==> src/pad_mux_defs.svh <==
// register offsets, field positions, reset values for the pad mux block
// assumes inclusion from the package, the design module, the checker and the bench
`ifndef PAD_MUX_DEFS_SVH
`define PAD_MUX_DEFS_SVH

// byte addresses on the 32-bit apb
`define PUD_OFFSET 12'h008
`define CKO_OFFSET 12'h00c
`define PCS_OFFSET 12'h010
`define PCC_OFFSET 12'h014

// pull-up disable fields
`define PUD_WMASK 16'h7fa8
`define PUD_RESET 16'h0000
`define PUD_MODA_F3 14
`define PUD_CAN_RX 13
`define PUD_MEM_MODE 12
`define PUD_RESET_PIN 11
`define PUD_IRQ 10
`define PUD_BOOT 9
`define PUD_MODB_F 8
`define PUD_MODA_F012 7
`define PUD_STROBES 5
`define PUD_JTAG 3

// clock-out select fields
`define CKO_WMASK 16'h03ff
`define CKO_RESET 16'h0020
`define CKO_ALT_LSB 6
`define CKO_TRI_BIT 5
`define CKO_SRC_LSB 0

// source codes
`define SRC_SYS 5'h00
`define SRC_OSC 5'h07
`define SRC_GEN 5'h08
`define SRC_CONV_A 5'h10
`define SRC_CONV_B 5'h11

// port c select and control
`define PCS_WMASK 16'h000f
`define PCS_RESET 16'h0000
`define PCC_WMASK 16'h0fff
`define PCC_RESET 16'h000f
`define PCC_PER_LSB 0
`define PCC_DIR_LSB 4
`define PCC_TOE_LSB 8

`endif

==> src/pad_mux_pkg.sv <==
// types shared by the pad mux block
// assumes pad_mux_defs.svh is on the include path
package pad_mux_pkg;
	`include "pad_mux_defs.svh"

	typedef struct packed {
		logic psel;
		logic penable;
		logic pwrite;
		logic [11:0] paddr;
		logic [31:0] pwdata;
	} apb_req_s;

	typedef struct packed {
		logic pready;
		logic pslverr;
		logic [31:0] prdata;
	} apb_rsp_s;

	typedef struct packed {
		logic [3:0] out;
		logic [3:0] oe;
	} pad4_s;
endpackage

==> src/pad_mux.sv <==
// pull-up disable, clock-out select and shared port pad muxing, apb slave
// assumes all clock sources are glitch-tolerant where muxed; one clock pclk
//
// Overview of operation
// - set pull-up bit disables group pull-ups
// - bits 14,13,12: fault a3, can rx, strap
// - bits 11,10,9: reset, irq pins, boot
// - bit 8 modulator b faults, 7 a0-2
// - bit 5 strobes, bit 3 jtag pins
// - reserved bits read zero, ignore writes
// - tristate bit floats clock pin, resets one
// - select codes route five documented clocks
// - other low codes route factory test clocks
// - bit 9: b7 address or oscillator
// - bit 8: b6 address or clock two
// - bit 7: b5 address or system clock
// - bit 6: b4 address or prescaler clock
// - port b gpio beats address/clock choice
// - port c resets to peripheral, decoder
// - gpio mode: direction bit sets output
// - select one spi, zero timer with enable
// - each port c pin controlled independently
// - select bits reset zero, map spi signals
//
// The implementer's own choice: the APB register port.
`timescale 1ns/10ps
`include "pad_mux_defs.svh"

module pad_mux
	import pad_mux_pkg::*;
#(
	parameter int SRC_W = 5
) (
	input wire logic pclk,
	input wire logic presetn,
	input wire logic clk_en,
	input wire apb_req_s apb_req,
	output apb_rsp_s apb_rsp,
	// pull-up disables
	output logic modulator_a_fault3_pullup_off,
	output logic can_rx_pullup_off,
	output logic ext_mem_mode_strap_pullup_off,
	output logic reset_pin_pullup_off,
	output logic ext_irq_pins_pullup_off,
	output logic boot_strap_pullup_off,
	output logic modulator_b_faults_pullup_off,
	output logic modulator_a_fault012_pullup_off,
	output logic strobes_pullup_off,
	output logic jtag_pullup_off,
	// clock-out pin
	input wire logic [31:0] clock_sources,
	output logic clock_out_pin,
	output logic clock_out_pin_oe,
	// port b upper four pins
	input wire logic [3:0] port_b_peripheral_enable,
	input wire logic [3:0] port_b_gpio_out,
	input wire logic [3:0] address_hi,
	input wire logic [3:0] port_b_alt_clocks,
	output logic [3:0] port_b_pad_out,
	// port c shared pins
	input wire logic [3:0] port_c_gpio_out,
	input wire logic [3:0] timer_out,
	input wire pad4_s spi_pads,
	output pad4_s port_c_pad,
	output logic [3:0] port_c_to_timer,
	output logic [3:0] port_c_to_spi,
	input wire logic [3:0] port_c_pad_in
);

	initial begin
		if (SRC_W != 5) $error("pad_mux: SRC_W must be 5");
	end

	// ==========================================================
	// apb decode
	logic [15:0] pud_q;
	logic [15:0] cko_q;
	logic [15:0] pcs_q;
	logic [15:0] pcc_q;

	wire logic access = apb_req.psel && apb_req.penable;
	wire logic wr = access && apb_req.pwrite && clk_en;
	wire logic hit_pud = apb_req.paddr == `PUD_OFFSET;
	wire logic hit_cko = apb_req.paddr == `CKO_OFFSET;
	wire logic hit_pcs = apb_req.paddr == `PCS_OFFSET;
	wire logic hit_pcc = apb_req.paddr == `PCC_OFFSET;
	wire logic hit_any = hit_pud | hit_cko | hit_pcs | hit_pcc;
	wire logic [15:0] wdata = apb_req.pwdata[15:0];

	// masked write keeps reserved bits at zero
	function automatic logic [15:0] masked(input logic [15:0] d, input logic [15:0] m);
		return d & m;
	endfunction

	// ==========================================================
	// registers
	always_ff @(posedge pclk or negedge presetn) begin
		if (!presetn) begin
			pud_q <= `PUD_RESET;
			cko_q <= `CKO_RESET;
			pcs_q <= `PCS_RESET;
			pcc_q <= `PCC_RESET;
		end else if (wr) begin
			if (hit_pud) pud_q <= masked(wdata, `PUD_WMASK);
			if (hit_cko) cko_q <= masked(wdata, `CKO_WMASK);
			if (hit_pcs) pcs_q <= masked(wdata, `PCS_WMASK);
			if (hit_pcc) pcc_q <= masked(wdata, `PCC_WMASK);
		end
	end

	// read data combinational; answer in the access cycle with zero wait
	logic [31:0] rdata;
	assign rdata = hit_pud ? {16'h0000, pud_q} :
		hit_cko ? {16'h0000, cko_q} :
		hit_pcs ? {16'h0000, pcs_q} :
		hit_pcc ? {16'h0000, pcc_q} : 32'h0000_0000;

	assign apb_rsp.pready = 1'b1;
	assign apb_rsp.pslverr = access && !hit_any;
	assign apb_rsp.prdata = rdata;

	// ==========================================================
	// pull-up disables
	assign modulator_a_fault3_pullup_off = pud_q[`PUD_MODA_F3];
	assign can_rx_pullup_off = pud_q[`PUD_CAN_RX];
	assign ext_mem_mode_strap_pullup_off = pud_q[`PUD_MEM_MODE];
	assign reset_pin_pullup_off = pud_q[`PUD_RESET_PIN];
	assign ext_irq_pins_pullup_off = pud_q[`PUD_IRQ];
	assign boot_strap_pullup_off = pud_q[`PUD_BOOT];
	assign modulator_b_faults_pullup_off = pud_q[`PUD_MODB_F];
	assign modulator_a_fault012_pullup_off = pud_q[`PUD_MODA_F012];
	assign strobes_pullup_off = pud_q[`PUD_STROBES];
	assign jtag_pullup_off = pud_q[`PUD_JTAG];

	// ==========================================================
	// clock out: combinational mux, clocks cannot pass a flop
	wire logic [SRC_W-1:0] clock_out_source = cko_q[`CKO_SRC_LSB +: SRC_W];
	wire logic clock_out_tristate = cko_q[`CKO_TRI_BIT];
	// sources indexed by code; codes 0x12+ also select their clock_sources bit
	assign clock_out_pin = clock_out_tristate ? 1'b0 : clock_sources[clock_out_source];
	assign clock_out_pin_oe = !clock_out_tristate;

	// ==========================================================
	// port b upper pins
	wire logic [3:0] portb_alt_select = cko_q[`CKO_ALT_LSB +: 4];
	genvar i;
	generate
		for (i = 0; i < 4; i++) begin : g_pb
			// index 3..0 = b7..b4
			wire logic periph = portb_alt_select[i] ? port_b_alt_clocks[i] : address_hi[i];
			assign port_b_pad_out[i] = port_b_peripheral_enable[i] ? periph : port_b_gpio_out[i];
		end
	endgenerate

	// ==========================================================
	// port c shared pins
	wire logic [3:0] port_c_peripheral_enable = pcc_q[`PCC_PER_LSB +: 4];
	wire logic [3:0] port_c_direction = pcc_q[`PCC_DIR_LSB +: 4];
	wire logic [3:0] timer_output_enable = pcc_q[`PCC_TOE_LSB +: 4];
	wire logic [3:0] port_c_peripheral_select = pcs_q[3:0];
	logic [3:0] pc_in_q;
	logic [3:0] pc_meta_q;

	// pad inputs come from outside: two flops
	always_ff @(posedge pclk or negedge presetn) begin
		if (!presetn) begin
			pc_in_q <= 4'h0;
		end else if (clk_en) begin
			pc_in_q <= pc_meta_q;
		end
	end
	always_ff @(posedge pclk or negedge presetn) begin
		if (!presetn) pc_meta_q <= 4'h0;
		else if (clk_en) pc_meta_q <= port_c_pad_in;
	end

	generate
		for (i = 0; i < 4; i++) begin : g_pc
			wire logic per = port_c_peripheral_enable[i];
			wire logic spi = port_c_peripheral_select[i];
			assign port_c_pad.out[i] = !per ? port_c_gpio_out[i] :
				spi ? spi_pads.out[i] : timer_out[i];
			assign port_c_pad.oe[i] = !per ? port_c_direction[i] :
				spi ? spi_pads.oe[i] : timer_output_enable[i];
			assign port_c_to_timer[i] = per && !spi && pc_in_q[i];
			assign port_c_to_spi[i] = per && spi && pc_in_q[i];
		end
	endgenerate

endmodule // pad_mux

==> config.mk <==
export PLATFORM = sky130hd
export DESIGN_NAME = pad_mux
export DESIGN_NICKNAME = d
export VERILOG_FILES = /design/src/pad_mux_pkg.sv /design/src/pad_mux.sv
export VERILOG_INCLUDE_DIRS = /design/src
export SDC_FILE = /design/constraint.sdc
export NUM_CORES = 1
export LEC_CHECK = 0
export ABC_AREA = 1
export BUFFER_PORTS_ARGS = -buffer_cell sky130_fd_sc_hd__buf_2
export CAP_MARGIN = 20
export CELL_PAD_IN_SITES_DETAIL_PLACEMENT = 1
export CELL_PAD_IN_SITES_GLOBAL_PLACEMENT = 2
export CORE_MARGIN = 8
export CORE_UTILIZATION = 20
export CTS_CLUSTER_SIZE = 8
export DETAILED_ROUTE_END_ITERATION = 12
export GPL_ROUTABILITY_DRIVEN = 0
export GPL_TIMING_DRIVEN = 0
export PLACE_DENSITY_LB_ADDON = 0.1
export SYNTH_ARGS = -nofsm -noshare
export SYNTH_HDL_FRONTEND = slang
export SYNTH_SLANG_ARGS = --single-unit
==> constraint.sdc <==
create_clock -name pclk -period 1.3 [get_ports pclk]
set_input_delay 0.195 -clock pclk [delete_from_list [all_inputs] [get_ports pclk]]
set_output_delay 0.195 -clock pclk [all_outputs]
set_load 0.03 [all_outputs]
==> results_dict.tcl, run 1 <==
set metrics [dict create \
    ys_seq_elements 44 \
    crit_buf_inv 4 \
    overflow 0 \
    vias 3530 \
    cts.sinks 44 \
    fin_crit_sh_pct 144 \
    end_kind "output port" \
    clockRootBuffer "clkbuf_16" \
    status "finished with violations" \
    place_area_um2 4240 \
    hold_violations 0 \
    diodes 0 \
    crit_chain "buf_6 > inv_8 > buf_4 > nand2_1 > nand3_1 > nand3_2 > nand2_2 > nand2_2 > nand3_2 > nand2_2 > nor2_4 > buf_6" \
    ir_worst_vdd_mv 0.396 \
    drt_iter0_drc 136 \
    synth_flop_cell "dfrtp_1" \
    fmax_mhz 536 \
    final-setup-viol-count 47 \
    layout_setup_ws_ns -0.567 \
    wl_per_cell_um 16.2 \
    grt_pass1_wl_um 20800 \
    netlist-cell-type-count 33 \
    synthTopCellsByArea "dfrtp_1 32%, nand2_1 15%, nand3_1 8.4%" \
    htreeDepth 2 \
    dr.pass1.iters 4 \
    pre_cts_slack_ns -0.632 \
    crit_type "flip-flop to output port" \
    drive_gt1_share_pct 63.5 \
    crit_family "simple AND/OR/NAND/NOR gates" \
    slew_violations 0 \
    path_common_cell "nand2_2" \
    area_growth_pct 81.9 \
    worstMarginPinSlew_ns 0.557 \
    post-route-drc-count 0 \
    synth_edf_count 0 \
    critPathMaxFanout 7 \
    p_leak_nw 2.89 \
    synth_top_area_share_pct 31.7 \
    drt-total-wl_um 13300 \
    clk_path_buf_depth 2 \
    synth_warnings 0 \
    yosys-top-cells-count "124 x nand2_1, 52 x nand3_1, 49 x inv_1, 39 x dfrtp_1, 26 x o21ai_2" \
    ioPinCount 184 \
    fin_cells 819 \
    clk_pin_slew_worst_paths_ns 0.06 \
    slew_headroom_pct 62.8 \
    async_reset_ff_share_pct 100 \
    p_per_area_nw_per_um2 590 \
    syn_inst 420 \
    fin_area_um2 5610 \
    fin_crit_ns 1.87 \
    clk_latency_ns 0.28 \
    cp-start-kind "flip-flop" \
    n_fill_cell 1799 \
    synth_area_um2 3080 \
    cp_slowest_cell "dfrtp_1" \
    grt_max_degree 45 \
    hold_slack_ns 0.136 \
    yosysTopAreaCell "dfrtp_1" \
    start_util_pct 20.4 \
    ant_nets 0 \
    required_ns 1.11 \
    io_buffer_count 148 \
    placedCellCount 772 \
    vias_per_cell 4.31 \
    antenna_found_initial 1 \
    syn_avg_cell_area_um2 7.34 \
    dp_hpwl_um 9890 \
    max_stage_delay_ns 0.37 \
    core_um2 15100 \
    grt_pass1_vias 3920 \
    rows 45 \
    seq_area_frac_synth_pct 35.9 \
    fin_nets 748 \
    numCtsBuffers 5 \
    worstHoldPathType "input pin to flip-flop" \
    failed_checks "negative setup slack" \
    rsz0062_at_grt "yes" \
    die_area_um2 19600 \
    die_x_um 140 \
    cts_tree "yes" \
    r2r_slack_ns 0.36 \
    synth_most_common_cell "nand2_1" \
    grt_usage_pct 13.1 \
    max-cap-violations 0 \
    skew_ns 0.000559 \
    dieHeight_um 140 \
    crit_arrival_ns 1.67 \
]
layout make-up:
cell class              instances  area (µm²)  share of cell area (%)
plain buffers                  33         329                    5.87
well taps                     188         235                    4.19
flip-flops and latches         44        1110                    19.8
clock inverters                 2        10.0                   0.178
multi-input cells             306        2110                    37.6
repair buffers                186        1430                    25.5
inverters                      54         243                    4.33
clock buffers                   6         139                    2.48
cell families after synthesis:
group | after synthesis | synth area share [%]
DFF | 44 | 35.9
buffers and inverters | 87 | 15.2
and+or+nand+nor | 226 | 33.3
AOI/OAI and AO/OA | 57 | 13.9
other | 2 | 0.244
muxes | 4 | 1.46
path summary, 6_finish.rpt:
path                                 endpoint        startpoint  cells after the start
worst min register to register       cko_q[5]          cko_q[5]                      2
max in group asynchronous            pcc_q[1]           presetn                      3
min in group asynchronous        pc_meta_q[2]           presetn                      2
worst max register to register       pcc_q[0]          pcc_q[0]                      3
worst max-delay path            clock_out_pin          cko_q[0]                     12
worst min-delay path             pc_meta_q[2]  port_c_pad_in[2]                      2
report_power, final:
| part | internal (mW) | total, mW | switching [mW] | leakage [nW] |
|---|---|---|---|---|
| clock | 0.758 | 1.29 | 0.532 | 0.0766 |
| combinational | 0.259 | 0.610 | 0.351 | 2.26 |
| sequential | 1.40 | 1.41 | 0.0110 | 0.560 |
worst reg2reg max path, delay by kind of cell (launching register included):
| family | cells | cell delay (ns) |
|---|---|---|
| DFF | 1 | 0.61 |
| buffers and inverters | 1 | 0.14 |
| AOI/OAI and AO/OA | 1 | 0.08 |
| and+or+nand+nor | 1 | 0.04 |
per-layer routing:
metal / global-route usage (%) / vias to the layer above / share of wire, %
li1: - / 1738 / -
met4: 1.71 / 2 / 0.51
met5: 0 / - / 0.060
met3: 3.84 / 8 / 6.1
met2: 23.5 / 96 / 51
met1: 15.5 / 1686 / 43
placed cells by master (no fill, tap or decap), drive strengths merged:
cell,Yosys,final
buf,32,215
nand2,130,131
nand3,52,52
inv,51,51
o21ai,46,46
dfrtp,39,39
nor2,23,23
conb,2,18
nor3,13,13
clkbuf,1,9
dfstp,5,5
or2,5,5
clkinv,3,5
o211ai,4,4
a31oi,4,4
mux2,4,4
a21oi,3,3
nand3b,1,1
and2,1,1
nand4,1,1
dlygate4sd3,0,1
registers in the layout (all words and copies together), names as in the netlist:
signal	count
cko_q	10
pc_in_q	4
pc_meta_q	4
pcc_q	12
pcs_q	4
pud_q	10
metrics by stage:
step	power (mW)	util (%)	setup TNS, ns
2_1_floorplan	1.72	-	-0.682
3_3_place_gp	1.95	28.0	-11.59
3_5_place_dp	1.96	28.0	-13.39
4_1_cts	3.33	33.8	-7.64
5_1_grt	3.47	37.0	-11.80
6_report	3.31	37.0	-8.39
timing repair:
| item | 4_1_cts | 5_1_grt |
|---|---|---|
| setup endpoints to repair | 38 | 54 |
| setup buffers | 18 | 13 |
| hold endpoints to repair | 0 | 18 |
| pin swaps | 40 | 32 |
| resized for setup | 155 | 78 |
| hold buffers | 0 | 1 |
| gates cloned | 5 | 2 |
(Power assumes the default switching activity.)
==> inputs of run 2 (changes only) <==
- ABC_AREA: 1 -> 0
- CORE_UTILIZATION: 20 -> 21
==> run 2 against run 1 <==
The flow still finishes with violations (negative setup slack); sequential cell count unchanged; sequential power about the same; first-iteration DRC count fell by 62%; clock skew rose by 0.0029 ns.
==> results_dict.tcl, run 2 <==
set metrics [dict create \
    grt_pass1_vias 2872 \
    io_buffer_count 146 \
    fin_crit_ns 2.22 \
    p_sw_share_pct 25.9 \
    placedCellCount 585 \
    vias 2661 \
    pre_cts_slack_ns -0.824 \
    layout_setup_ws_ns -0.917 \
    slew_headroom_pct 60.7 \
    yosysTopAreaCell "dfrtp_1" \
    cp-start-kind "flip-flop" \
    max_stage_delay_ns 0.50 \
    clk_pin_slew_worst_paths_ns 0.07 \
    critPathMaxFanout 8 \
    grt_usage_pct 12.7 \
    cp_slowest_cell "mux4_2" \
    failed_checks "negative setup slack" \
    ioPinCount 184 \
    die_area_um2 17000 \
    clk_path_buf_depth 2 \
    post-route-drc-count 0 \
    netlist-cell-type-count 32 \
    crit_chain "buf_6 > mux4_2 > mux2_4 > o311a_4 > buf_6" \
    dr.pass1.iters 4 \
    vias_per_cell 4.31 \
    crit_buf_inv 2 \
    ant_nets 0 \
    rsz0062_at_grt "yes" \
    path_common_cell "buf_6" \
    grt_max_degree 45 \
    overflow 0 \
    syn_avg_cell_area_um2 11.2 \
    p_sw_mw 0.900 \
    die_x_um 131 \
    fin_nets 558 \
    end_kind "output port" \
    crit_type "flip-flop to output port" \
    p_comb_share_pct 16.1 \
    numCtsBuffers 5 \
    p_per_area_nw_per_um2 695 \
    slew_violations 0 \
    layout_commonest_cell "buf_2" \
    dp_hpwl_um 8520 \
    ys_seq_elements 44 \
    required_ns 1.11 \
    synth_edf_count 0 \
    pwr-share-seq_pct 40.9 \
    cts.sinks 44 \
    worstMarginPinSlew_ns 0.589 \
    clockRootBuffer "clkbuf_16" \
    clk_latency_ns 0.28 \
    diodes 0 \
    largest-register "pcc_q" \
    syn_inst 246 \
    start_util_pct 21.1 \
    synthTopCellsByArea "dfrtp_1 35%, mux2_2 16%, mux4_2 5.7%" \
    crit_arrival_ns 2.02 \
    timing.rr.start "cko_q[0]" \
    p_leak_nw 2.35 \
    drive_gt1_share_pct 73.5 \
    rows 42 \
    synth_area_um2 2760 \
    ir_worst_vdd_mv 0.498 \
    p_int_mw 2.58 \
    yosys-top-cells-count "39 x dfrtp_1, 39 x mux2_2, 20 x nor2_1, 18 x buf_4, 14 x mux2i_1" \
    fmax_mhz 451 \
    status "finished with violations" \
    grt_pass1_wl_um 16400 \
    fin_crit_sh_pct 171 \
    final_cell_mix "107 x buf_2, 41 x buf_4, 35 x buf_6, 35 x dfrtp_1, 33 x mux2_4" \
    htreeDepth 2 \
    hold_slack_ns 0.134 \
    hold_start "apb_req[14]" \
    drt_iter0_drc 52 \
    synth_warnings 0 \
    async_reset_ff_share_pct 100 \
    hold_violations 0 \
    wl_per_cell_um 18.4 \
    clockPowerShare_pct 43.0 \
    dieHeight_um 131 \
    core_um2 13000 \
    area_growth_pct 81.7 \
    synth_top_area_share_pct 35.4 \
    worstSetupStartpoint "cko_q[0]" \
    synth_flop_cell "dfrtp_1" \
    n_fill_cell 1476 \
    worstHoldPathType "input pin to flip-flop" \
    seq_area_frac_synth_pct 40.2 \
    utilization_pct 38.4 \
    final-setup-viol-count 69 \
    largest_reg_flops 12 \
    max-cap-violations 0 \
    cts_tree "yes" \
    skew_ns 0.00348 \
    crit_family "multiplexers" \
    antenna_found_initial 0 \
    drt-total-wl_um 11300 \
    reg_top3 "pcc_q: 12 flops, cko_q: 10 flops, pud_q: 10 flops" \
    fin_cells 617 \
]
-- run 2: cell count changes after synthesis, sizes merged, moves of 9 or more --
cell	change
a21oi	+9
a22oi	+9
buf	-9
inv	-48
mux2	+45
mux2i	+14
nand2	-120
nand3	-40
nor3	-10
o21ai	-38
-- run 2: path summary, 6_finish.rpt --
kind	to	slack, ns	cells after the start
worst max-delay path	clock_out_pin	-0.92	5
worst min-delay path	pud_q[14]	0.13	2
worst max register to register	cko_q[0]	0.26	3
worst min register to register	pc_in_q[1]	0.50	1
max in group asynchronous	cko_q[5]	0.23	3
min in group asynchronous	pc_meta_q[3]	0.44	2
-- run 2: kinds of logic after synthesis --
logic type	synth area share, %
flops	40.2
simple gates	12.3
other cells	0.273
buf+inv	7.54
mux	32.2
compound gates	7.54
-- run 2: what timing repair did --
item / 4_1_cts / 5_1_grt
pin swaps: 27 / 13
hold buffers: 0 / 1
setup endpoints to repair: 67 / 73
gates resized for setup: 90 / 26
hold endpoints to repair: 0 / 18
buffers inserted: 19 / 2
cloned: 2 / 1
-- run 2: power by group through the flow --
stage | combinational, mW | sequential (mW) | clock, mW
floorplan | 0.284 | 1.44 | 0
global placement | 0.514 | 1.45 | 0
detailed placement | 0.526 | 1.45 | 0
CTS | 0.551 | 1.42 | 1.54
global route | 0.607 | 1.43 | 1.58
finish | 0.560 | 1.42 | 1.50
-- run 2: per-stage QoR --
step | power (mW) | cell area [µm²] | TNS [ns]
3_3_place_gp | 1.96 | 4150 | -32.64
5_1_grt | 3.62 | 5000 | -23.90
3_5_place_dp | 1.97 | 4170 | -30.05
6_report | 3.48 | 5000 | -18.69
4_1_cts | 3.51 | 4870 | -21.87
2_1_floorplan | 1.72 | 3200 | -14.28
-- run 2: cell type report --
cell class              count  area (µm²)  share of cell area (%)
plain buffers              29         284                    5.67
clock buffers               5         125                    2.50
clock inverters             3        46.3                   0.925
inverters                   3        11.3                   0.225
multi-input cells         184        1930                    38.5
flip-flops and latches     44        1110                    22.2
well taps                 176         220                    4.40
repair buffers            173        1280                    25.6
-- run 2: layer usage --
layer / GRT usage [%] / vias up / share of wire (%)
li1: - / 1260 / -
met1: 16.1 / 1310 / 44
met2: 21.2 / 89 / 48
met3: 3.25 / 2 / 7.0
met4: 2.84 / 0 / 0.57
met5: 0 / - / 0
